**config.mk**
```make
export PLATFORM = sky130hd
export DESIGN_NAME = ddp_prefetcher
export DESIGN_NICKNAME = d
export VERILOG_FILES = /design/src/ddp_pkg.sv /design/src/ddp_prefetcher.sv
export SDC_FILE = /design/constraint.sdc
export NUM_CORES = 2
export LEC_CHECK = 0
export BUFFER_PORTS_ARGS = -buffer_cell sky130_fd_sc_hd__buf_2
export CAP_MARGIN = 0
export CORE_AREA = 5 5 362 364
export CTS_BUF_LIST = sky130_fd_sc_hd__clkbuf_4
export DETAILED_ROUTE_END_ITERATION = 12
export DIE_AREA = 0 0 367 369
export HOLD_SLACK_MARGIN = 0.02
export PLACE_DENSITY = 0.79
export SLEW_MARGIN = 20
export SYNTH_ARGS = -nofsm -noshare
export SYNTH_HDL_FRONTEND = slang
export SYNTH_SLANG_ARGS = --single-unit
```
**constraint.sdc**
```tcl
create_clock -name MCLK -period 56.8 [get_ports MCLK]
set_clock_uncertainty 0.2 [all_clocks]
set_input_delay 11.36 -clock MCLK [delete_from_list [all_inputs] [get_ports MCLK]]
set_output_delay 11.36 -clock MCLK [all_outputs]
set_load 0.005 [all_outputs]
```
**src/ddp_pkg.sv**
```systemverilog
// Shared constants and types for the descriptor prefetcher.
// Assumes a single clock domain and an APB-attached register file.
`default_nettype none

package ddp_pkg;

	// ----------------------------------------
	// Sizes
	// ----------------------------------------
	localparam int DEPTH = 8;
	localparam int PTRW  = 3;
	localparam int CNTW  = 4;

	// ----------------------------------------
	// Register indices, byte address is index times four
	// ----------------------------------------
	localparam logic [5:0] IDX_CTRL = 6'h00;
	localparam logic [5:0] IDX_NLO  = 6'h01;
	localparam logic [5:0] IDX_NHI  = 6'h02;
	localparam logic [5:0] IDX_POLL = 6'h03;
	localparam logic [5:0] IDX_STAT = 6'h04;

	// ----------------------------------------
	// Control and status bit positions
	// ----------------------------------------
	localparam int CTL_RUN  = 0;
	localparam int CTL_POLL = 1;
	localparam int CTL_WIDE = 2;
	localparam int CTL_PARK = 4;
	localparam int STS_BUSY = 0;
	localparam int STS_WAIT = 1;
	localparam int STS_END  = 2;
	localparam int STS_CNT  = 8;

	// ----------------------------------------
	// Descriptor layout, one 256-bit beat
	// ----------------------------------------
	localparam int W_RADDR   = 0;
	localparam int W_WADDR   = 1;
	localparam int W_LEN     = 2;
	localparam int W_LINK    = 3;
	localparam int W_BYTES   = 4;
	localparam int W_STAT    = 5;
	localparam int W_CTRL    = 7;
	localparam int OWN_BIT   = 30;
	localparam int EARLY_BIT = 8;
	localparam logic [31:0] WB_BE = 32'hf0ff0000;

	// ----------------------------------------
	// Reset values
	// ----------------------------------------
	localparam logic [31:0] CTRL_RST = 32'h00000000;
	localparam logic [31:0] NPTR_RST = 32'h00000000;
	localparam logic [31:0] POLL_RST = 32'h00000000;

	typedef enum logic [1:0] {
		ST_IDLE = 2'b00,
		ST_REQ  = 2'b01,
		ST_DATA = 2'b10,
		ST_POLL = 2'b11
	} ddp_fsm_t;

	typedef struct packed {
		logic [63:0] addr;
		logic [31:0] ctrl;
	} ddp_entry_t;

	typedef struct packed {
		logic [31:0] bytes;
		logic [7:0]  error;
		logic        early;
	} ddp_rsp_t;

	typedef struct packed {
		logic [31:0] raddr;
		logic [31:0] waddr;
		logic [31:0] len;
		logic [31:0] ctrl;
	} ddp_disp_t;

	typedef struct packed {
		logic [31:0]                 ctrl;
		logic [31:0]                 nlo;
		logic [31:0]                 nhi;
		logic [31:0]                 poll;
		logic                        ended;
		ddp_fsm_t                    fsm;
		logic [63:0]                 fptr;
		logic [31:0]                 timer;
		logic                        rd_req;
		logic                        dsp_valid;
		ddp_disp_t                   dsp;
		ddp_entry_t [DEPTH-1:0]      ent;
		logic [PTRW-1:0]             wp;
		logic [PTRW-1:0]             rp;
		logic [CNTW-1:0]             cnt;
		logic                        rsp_ready;
		logic                        wr_req;
		logic [63:0]                 wr_addr;
		logic [255:0]                wr_data;
		logic                        pready;
		logic                        pslverr;
		logic [31:0]                 prdata;
	} ddp_state_t;

endpackage

`default_nettype wire

```
**src/ddp_prefetcher.sv**
```systemverilog
// Descriptor prefetcher: fetches linked descriptors, feeds the dispatcher,
// writes results back. Assumes memory ports and dispatcher share MCLK.
//
// The APB interface to the registers was decided locally.
`timescale 1ns/1ps
`default_nettype none

// Operation
// RL1: Next descriptor is fetched from the link address of the current one.
// RL2: Write back reports bytes actually moved; meaningless for memory-to-stream.
// RL3: Status bit 8 set on early end of packet at the write side.
// RL4: Status bits 7:0 carry the write-side sink error value.
// RL5: Control bit 30 is ownership; hardware owns while it is one.
// RL6: A fetched descriptor with ownership one is processed.
// RL7: Ownership zero: not processed, list ended or not yet ready.
// RL8: Each finished descriptor gets bytes, status and control written back.
// RL9: Write back clears the ownership bit, returning the descriptor.
// RL10: Descriptor addresses are buffered as deep as the dispatcher queue.
// RL11: Each dispatcher response pops one address and drives its write back.
// RL12: Software initialises descriptors aligned to the data width.
// RL13: Fetch via read port, write back via write port, queue in dispatcher.
// RL14: Control bits 31 and 29:0 pass to the dispatcher unchanged.
// RL15: Control at index 0, poll interval at 3, status at 4.
// RL16: Index 1 holds next address low, loaded by software first.
// RL17: Index 2 holds next address high, used only when wide addressing.
// RL18: With polling, both next-address registers track the latest link.
// RL19: Looping mode keeps ownership set on write back, otherwise cleared.
// RL20: Link at 0xC, bytes at 0x10, status at 0x14, control at 0x1C.
// RL21: With polling, an unowned descriptor is re-read after the interval.
// RL22: Fetch only while dispatcher queue and address buffer have space.
module ddp_prefetcher (
	// Clock and reset
	input  wire logic                 MCLK,
	input  wire logic                 RST,
	// APB register port
	input  wire logic                 PSEL,
	input  wire logic                 PENABLE,
	input  wire logic                 PWRITE,
	input  wire logic [7:0]           PADDR,
	input  wire logic [31:0]          PWDATA,
	output logic      [31:0]          PRDATA,
	output logic                      PREADY,
	output logic                      PSLVERR,
	// Descriptor read port
	output logic                      RD_REQ,
	output logic      [63:0]          RD_ADDR,
	input  wire logic                 RD_GNT,
	input  wire logic                 RD_VALID,
	input  wire logic [255:0]         RD_DATA,
	// Descriptor write-back port
	output logic                      WR_REQ,
	output logic      [63:0]          WR_ADDR,
	output logic      [255:0]         WR_DATA,
	output logic      [31:0]          WR_BE,
	input  wire logic                 WR_GNT,
	// Dispatcher descriptor and response
	output logic                      DSP_VALID,
	output ddp_pkg::ddp_disp_t        DSP_DESC,
	input  wire logic                 DSP_READY,
	input  wire logic                 RSP_VALID,
	input  wire ddp_pkg::ddp_rsp_t    RSP_INFO,
	output logic                      RSP_READY
);

	ddp_pkg::ddp_state_t s_r;
	ddp_pkg::ddp_state_t s_nxt;

	function automatic logic [31:0] word(input logic [255:0] d, input int i);
		word = d[32*i +: 32];
	endfunction

	function automatic logic [63:0] wide_addr(input logic wide, input logic [31:0] hi,
	                                          input logic [31:0] lo);
		wide_addr = {wide ? hi : 32'h00000000, lo};
	endfunction

	// ----------------------------------------
	// Decode of the fetched beat
	// ----------------------------------------
	logic        own;
	logic        got;
	logic        push;
	logic        pop;
	logic [63:0] link;
	logic [31:0] rd_ctrl;

	assign rd_ctrl = word(RD_DATA, ddp_pkg::W_CTRL);                 // RL20
	assign own     = rd_ctrl[ddp_pkg::OWN_BIT];                      // RL5
	assign got     = (s_r.fsm == ddp_pkg::ST_DATA) && RD_VALID;
	assign push    = got && own;                                     // RL6
	assign pop     = s_r.rsp_ready && RSP_VALID;                     // RL11
	assign link    = wide_addr(s_r.ctrl[ddp_pkg::CTL_WIDE], s_r.nhi,
	                           word(RD_DATA, ddp_pkg::W_LINK));      // RL1 RL17

	logic setup;
	logic access;
	logic hit;

	assign setup  = PSEL && !PENABLE && !s_r.pready;
	assign access = PSEL && PENABLE && s_r.pready;
	assign hit    = (PADDR[1:0] == 2'b00) && (PADDR[7:2] <= ddp_pkg::IDX_STAT);

	always_comb begin
		ddp_pkg::ddp_entry_t head;
		logic [31:0]         wb_ctrl;
		s_nxt   = s_r;
		head    = s_r.ent[s_r.rp];
		wb_ctrl = head.ctrl;

		// ----------------------------------------
		// APB slave, zero wait states
		// ----------------------------------------
		s_nxt.pready = setup;
		if (setup) begin
			s_nxt.pslverr = !hit;
			case (PADDR[7:2])                                        // RL15
				ddp_pkg::IDX_CTRL: s_nxt.prdata = s_r.ctrl;
				ddp_pkg::IDX_NLO:  s_nxt.prdata = s_r.nlo;           // RL16
				ddp_pkg::IDX_NHI:  s_nxt.prdata = s_r.nhi;           // RL17
				ddp_pkg::IDX_POLL: s_nxt.prdata = s_r.poll;
				ddp_pkg::IDX_STAT: begin
					s_nxt.prdata = 32'h00000000;
					s_nxt.prdata[ddp_pkg::STS_BUSY] = (s_r.fsm != ddp_pkg::ST_IDLE) ||
					                                  (s_r.cnt != '0);
					s_nxt.prdata[ddp_pkg::STS_WAIT] = (s_r.fsm == ddp_pkg::ST_POLL);
					s_nxt.prdata[ddp_pkg::STS_END]  = s_r.ended;
					s_nxt.prdata[ddp_pkg::STS_CNT +: ddp_pkg::CNTW] = s_r.cnt;
				end
				default: s_nxt.prdata = 32'h00000000;
			endcase
		end else begin
			s_nxt.pslverr = 1'b0;
		end
		if (access && PWRITE && !s_r.pslverr) begin
			case (PADDR[7:2])
				ddp_pkg::IDX_CTRL: begin
					// Bit 3 has no function in this block and reads zero
					s_nxt.ctrl = {27'h0000000, PWDATA[4], 1'b0, PWDATA[2:0]};
					// Starting picks up the software pointer afresh
					if (PWDATA[ddp_pkg::CTL_RUN] && !s_r.ctrl[ddp_pkg::CTL_RUN]) begin
						s_nxt.fptr  = wide_addr(PWDATA[ddp_pkg::CTL_WIDE], s_r.nhi, s_r.nlo);
						s_nxt.ended = 1'b0;
					end
				end
				ddp_pkg::IDX_NLO:  s_nxt.nlo  = PWDATA;                 // RL16
				ddp_pkg::IDX_NHI:  s_nxt.nhi  = PWDATA;
				ddp_pkg::IDX_POLL: s_nxt.poll = PWDATA;
				default: ;
			endcase
		end

		// ----------------------------------------
		// Dispatcher handshake
		// ----------------------------------------
		if (s_r.dsp_valid && DSP_READY) begin
			s_nxt.dsp_valid = 1'b0;
		end

		// ----------------------------------------
		// Fetch sequencer
		// ----------------------------------------
		case (s_r.fsm)
			ddp_pkg::ST_IDLE: begin
				// One fetch in flight, so a free slot now stays free
				if (s_nxt.ctrl[ddp_pkg::CTL_RUN] && !s_r.dsp_valid &&
				    (s_r.cnt < ddp_pkg::CNTW'(ddp_pkg::DEPTH))) begin   // RL22
					s_nxt.rd_req = 1'b1;                                 // RL13
					s_nxt.fsm    = ddp_pkg::ST_REQ;
				end
			end
			ddp_pkg::ST_REQ: begin
				if (RD_GNT) begin
					s_nxt.rd_req = 1'b0;
					s_nxt.fsm    = ddp_pkg::ST_DATA;
				end
			end
			ddp_pkg::ST_DATA: begin
				if (RD_VALID) begin
					s_nxt.fsm = ddp_pkg::ST_IDLE;
					if (own) begin
						s_nxt.ent[s_r.wp] = '{addr: s_r.fptr, ctrl: rd_ctrl};  // RL10
						s_nxt.wp          = s_r.wp + 1'b1;
						s_nxt.dsp_valid   = 1'b1;
						s_nxt.dsp.raddr   = word(RD_DATA, ddp_pkg::W_RADDR);
						s_nxt.dsp.waddr   = word(RD_DATA, ddp_pkg::W_WADDR);
						s_nxt.dsp.len     = word(RD_DATA, ddp_pkg::W_LEN);
						s_nxt.dsp.ctrl    = rd_ctrl;                   // RL14
						s_nxt.fptr        = link;                      // RL1
						if (s_r.ctrl[ddp_pkg::CTL_POLL]) begin
							s_nxt.nlo = link[31:0];                    // RL18
							s_nxt.nhi = link[63:32];
						end
					end else if (s_r.ctrl[ddp_pkg::CTL_POLL]) begin
						s_nxt.timer = s_r.poll;                        // RL21
						s_nxt.fsm   = ddp_pkg::ST_POLL;
					end else begin
						s_nxt.ctrl[ddp_pkg::CTL_RUN] = 1'b0;           // RL7
						s_nxt.ended                  = 1'b1;
					end
				end
			end
			ddp_pkg::ST_POLL: begin
				// Same pointer is fetched again once the wait runs out
				if (!s_nxt.ctrl[ddp_pkg::CTL_RUN] || (s_r.timer == 32'h00000000)) begin
					s_nxt.fsm = ddp_pkg::ST_IDLE;                      // RL21
				end else begin
					s_nxt.timer = s_r.timer - 32'h00000001;
				end
			end
			default: s_nxt.fsm = ddp_pkg::ST_IDLE;
		endcase

		// ----------------------------------------
		// Write back on each dispatcher response
		// ----------------------------------------
		wb_ctrl[ddp_pkg::OWN_BIT] = s_r.ctrl[ddp_pkg::CTL_PARK];      // RL9 RL19
		if (s_r.wr_req && WR_GNT) begin
			s_nxt.wr_req = 1'b0;
		end
		if (pop) begin
			s_nxt.rp      = s_r.rp + 1'b1;                             // RL11
			s_nxt.wr_req  = 1'b1;                                      // RL8
			s_nxt.wr_addr = head.addr;
			s_nxt.wr_data = 256'h0;
			s_nxt.wr_data[32*ddp_pkg::W_BYTES +: 32] = RSP_INFO.bytes; // RL2
			s_nxt.wr_data[32*ddp_pkg::W_STAT +: 8]   = RSP_INFO.error; // RL4
			s_nxt.wr_data[32*ddp_pkg::W_STAT + ddp_pkg::EARLY_BIT] = RSP_INFO.early;  // RL3
			s_nxt.wr_data[32*ddp_pkg::W_CTRL +: 32]  = wb_ctrl;
		end
		s_nxt.cnt = s_r.cnt + ddp_pkg::CNTW'(push) - ddp_pkg::CNTW'(pop);
		// Response taken only when the write port is free
		s_nxt.rsp_ready = !s_nxt.wr_req && !pop && (s_nxt.cnt != '0);
	end

	always_ff @(posedge MCLK or posedge RST) begin
		if (RST) begin
			s_r       <= '0;
			s_r.ctrl  <= ddp_pkg::CTRL_RST;
			s_r.nlo   <= ddp_pkg::NPTR_RST;
			s_r.nhi   <= ddp_pkg::NPTR_RST;
			s_r.poll  <= ddp_pkg::POLL_RST;
			s_r.fsm   <= ddp_pkg::ST_IDLE;
		end else begin
			s_r <= s_nxt;
		end
	end

	// ----------------------------------------
	// Outputs
	// ----------------------------------------
	assign PRDATA    = s_r.prdata;
	assign PREADY    = s_r.pready;
	assign PSLVERR   = s_r.pslverr;
	assign RD_REQ    = s_r.rd_req;
	assign RD_ADDR   = s_r.fptr;
	assign WR_REQ    = s_r.wr_req;
	assign WR_ADDR   = s_r.wr_addr;
	assign WR_DATA   = s_r.wr_data;
	assign WR_BE     = ddp_pkg::WB_BE;
	assign DSP_VALID = s_r.dsp_valid;
	assign DSP_DESC  = s_r.dsp;
	assign RSP_READY = s_r.rsp_ready;
endmodule // ddp_prefetcher

`default_nettype wire

```
# Word-level counts from Yosys, hierarchy flattened
# Cells that the tools add are included.
[classes]
n_addsub = 5
magnitude_cmp = 5
n_eq_ne = 14
muxes = 49
reduce_logical = 44
[ops]
columns = ["op", "count"]
rows = [
  ["900-bit 2-to-1 mux", 3],
  ["768-bit bitwise mux", 1],
  ["64-bit 2-to-1 mux", 7],
  ["321-bit 2-to-1 mux", 1],
  ["96-bit binary-select mux with 3-bit select", 1],
  ["96-bit demux with 3-bit select", 1],
  ["32-bit 2-to-1 mux", 8],
  ["96-bit 2-to-1 mux", 2],
  ["32-bit one-hot mux with 5 select lines", 1],
  ["65-bit 2-to-1 mux", 2],
  ["99-bit 2-to-1 mux", 1],
  ["98-bit 2-to-1 mux", 1],
  ["32-bit one-hot mux with 2 select lines", 1],
  ["32-bit logical NOT", 1],
  ["32-bit by 1-bit subtractor with 32-bit output, second input constant", 1],
  ["1-bit logical AND", 18],
  ["6-bit by 2-bit equality test with 1-bit output, second input constant", 2],
  ["1-bit 2-to-1 mux", 12],
  ["2-bit != test, second input constant", 6],
  ["1-bit logical NOT", 9],
  ["3-bit by 4-bit < comparator with 1-bit output, second input constant", 2],
  ["2-bit 2-to-1 mux", 4],
  ["2-bit one-hot mux with 4 select lines", 1],
  ["4-bit nonzero test", 2],
  ["21 further kinds", 29],
]
[word_totals]
ff_bits = 1280
input_bits = 347
wordCells = 158

# Longest topological paths before layout
[logic_depth]
depth_word = 9
mapped_depth = 14

# Least setup slack after synthesis
# OpenSTA, ideal clock, no wires.
[synth_timing]
path_type = "input port to flip-flop"
startpoint = "input RSP_VALID"
endpoint = "register s_r (netlist bit RSP_READY)"
setup_ns = 0.125
arrival_time_ns = 13.564
required_time_ns = 56.475
path_slack_ns = 42.910
stages = 11
n_path_buf = 3
path_cell_list = "nand2_1 clkbuf_1 buf_1 inv_2 clkbuf_1 ha_1 inv_1 ha_1 fa_1 nor4_1 nor2_1"
[synth_lines]
columns = ["element", "line", "text"]
rows = [
  ["start, declared", "ddp_prefetcher.sv:60", "input wire logic RSP_VALID,"],
  ["end signal, assigned", "ddp_prefetcher.sv:244", "s_r <= s_nxt;"],
  ["end, declared", "ddp_prefetcher.sv:65", "ddp_pkg::ddp_state_t s_r;"],
]

==> key figures <==
Global route
  • GRT Residual Overflow: 0
  • GRT Total Usage: 0.235
  • Vias in the first global route: ~40,000
  • Initial antenna violation count: 31
  • First-pass GRT wire length: between 200,000 and 250,000 um
  • Largest net degree at the start of global routing: around 130

Worst setup path
  • Worst Setup End Kind: asynchronous set/reset pin
  • Worst Setup Path Type: in2async
  • R2R cell count: 8
  • Critical path buffers and inverters: 7
  • Crit Path Max Fanout: between 100 and 150
  • CP arrival: ~16 ns
  • Crit path launch type: input pin
  • Critical path data required time: 57.88 ns
  • Critical Path Most Common Cell: buf_4
  • CP cell instances: buf_2 -> inv_8 -> buf_4 -> buf_4 -> buf_4 -> buf_6 -> buf_6
  • Delay-heaviest family, CP: buffers and inverters
  • Largest stage delay, worst path: roughly 0.81 ns
  • Stages on the worst setup path: 7
  • Slowest cell on crit path: buf_4

Synth
  • Share of the synthesized area in the top cell type: 0.541
  • Top cells by count, synth: dfrtp_1, mux2_2, nand2_1
  • Cell Area, Synth: 58,800 um2
  • Synth async-reset ratio: 1.00
  • Sequential area share after synthesis: 0.541
  • Top-count cell post-synth: dfrtp_1
  • Top cells by area in the synthesized netlist: dfrtp_1, mux2_2, buf_4
  • Synth warn: 0
  • Mapped Cells: between 4,000 and 5,000
  • Average cell area after synthesis: approximately 13 um2
  • EDFF count, synth: 0
  • Prevailing post-synth register cell: dfrtp_1
  • Distinct cells, synth: between 70 and 80
  • Yosys reg bits: around 1,300
  • Post-synth top area cell: dfrtp_1

Die
  • Cell row count: 131
  • Chip width: around 370 um
  • Core area: 127,000 um2
  • DIE AREA: 135,000 um2
  • IO Pins: just over 900
  • Chip height: around 370 um
  • Starting Density: 0.463

Detailed routing
  • Met2 WL: between 70,000 and 80,000 um
  • DRC violations left: 0
  • Wire per inst: around 23 um
  • ANT nets after route: 0
  • Wire length on met1: slightly below 70,000 um
  • DRT iter0 DRCs: between 2,000 and 3,000
  • WL final: 162,000 um
  • Max Used Layer: met5
  • Drt pass-1 iters: 6
  • Via count: 37,772
  • WL met3: 15,000 um
  • Via density per instance: roughly 5.5

STA
  • Tmin final: around 15 ns
  • Slew @ Worst Pin: 1.05 ns
  • Worst slew margin: 0.298
  • Final Setup Violations: 0
  • RSZ-0062 raised after global routing: false
  • Max frequency: roughly 67 MHz
  • Hold_ws: approximately 0.27 ns
  • Setup TNS: 0 ns
  • Final Cycle Share: 0.263
  • Pins Over Slew Limit: 0
  • Fin. Hold Viols: 0

Clock network
  • Clock Root Buffer: clkbuf_4
  • CTS tree: built
  • Clk sinks: 1,272
  • CTS resizes: 0
  • Num CTS Buffers: 349
  • CTS H-tree lvls: 5
  • Post-CTS setup buffer count: 0
  • Worst skew pair latency: roughly 1.3 ns
  • Clock Tree Buf Depth: 4
  • Hold-fix buffer count after cts: 0
  • Clock-pin slew on the worst setup and hold paths: about 0.060 ns

Placed design
  • Final Wtd Congestion: 0.961
  • Dpl hpwl: 107,000 um
  • I/O Buffers: approximately 620

Power
  • Leakage power: between 0.03 and 0.04 uW
  • Worst vdd ir: approximately 0.000023 V
  • Power density cells: 33.1 nW/um2

Run
  • Maxcap violations: 0

Finish
  • # fillers: 10,849
  • Final net count: roughly 5,400
  • Layout area overhead: 9.41%
  • Share of layout cells above drive strength 1: 0.433
  • Multi-input logic area: around 22,000 um2
  • Register area: roughly 32,000 um2

Status
  • Outcome: finished, final reports clean

Min path
  • Worst hold path depth: 2
  • Worst Hold Class: reg2reg
-- through the flow --
stage,cells,utilization,power (uW),cell area [um2],setup WS [ns]
detailed placement,6316,0.473,1350,60000,39.72
global route,6915,0.507,2250,64400,41.21
CTS,6900,0.506,2160,64300,41.16
global placement,6316,0.473,1340,60000,39.86
finish,6922,0.507,2130,64400,41.85
floorplan,4806,-,1270,59600,9.39
-- power by group --
| part | switching, uW | leakage, uW | internal [uW] |
|---|---|---|---|
| Clock | 379 | 0.00254 | 426 |
| Combinational | 194 | 0.0131 | 132 |
| Sequential | 52.6 | 0.0175 | 950 |
-- area by class of cell --
| type | instances | share of cell area |
|---|---|---|
| timing repair buffer | 691 | 0.0575 |
| tap | 1662 | 0.0323 |
| antenna | 20 | 0.000777 |
| inverter | 19 | 0.00130 |
| clock inverter | 81 | 0.00698 |
| sequential | 1272 | 0.495 |
| clock buffer | 503 | 0.0587 |
| multi-input combinational | 2674 | 0.348 |
-- worst reg2reg max path, stage by stage (launching register included) --
cell and delay, ns:
dfrtp_1 0.47, nand2b_1 0.26, nor2_4 0.78, buf_4 0.50, nand2_1 0.21, nor3_2 0.17, buf_4 0.63, buf_4 0.73
mux2_2 0.48
-- cells by family after synthesis --
logic type,Yosys count,synth area share
AOI/OAI and AO/OA,396,0.0431
xor gates and xnor gates,7,0.00104
adders and majority gates,10,0.00225
buffers and inverters,860,0.0937
DFF,1272,0.541
muxes,1172,0.257
other,2,0.000128
and+or+nand+nor,874,0.0615
-- final timing paths --
path	from	slack (ns)	end
min	DSP_DESC[76]$_DFFE_PP0P_	0.27	DSP_DESC[76]$_DFFE_PP0P_
min in group asynchronous	RST	10.08	DSP_DESC[85]$_DFFE_PP0P_
min reg2reg	DSP_DESC[76]$_DFFE_PP0P_	0.27	DSP_DESC[76]$_DFFE_PP0P_
max reg2reg	s_r[1360]$_DFFE_PP0P_	52.21	flop
max	RST	41.85	asynchronous set/reset pin
max in group MCLK	RD_VALID	42.34	flop
-- per-layer routing --
| layer | vias to the layer above | GRT usage |
|---|---|---|
| met5 | - | 0 |
| met2 | 1622 | 0.366 |
| li1 | 16408 | - |
| met3 | 320 | 0.0783 |
| met1 | 19396 | 0.311 |
| met4 | 26 | 0.0828 |
-- cells in the final DEF (no fill, tap or decap), types with 67 or more instances in the layout --
cell and count:
mux2i_1 161, nand2_1 737, mux4_2 191, o21ai_0 203, conb_1 215, buf_2 617
dfrtp_1 1269, clkbuf_4 503, mux2_2 820, a22o_1 69, buf_4 67
Note: power is estimated with default switching activity, not from simulation.
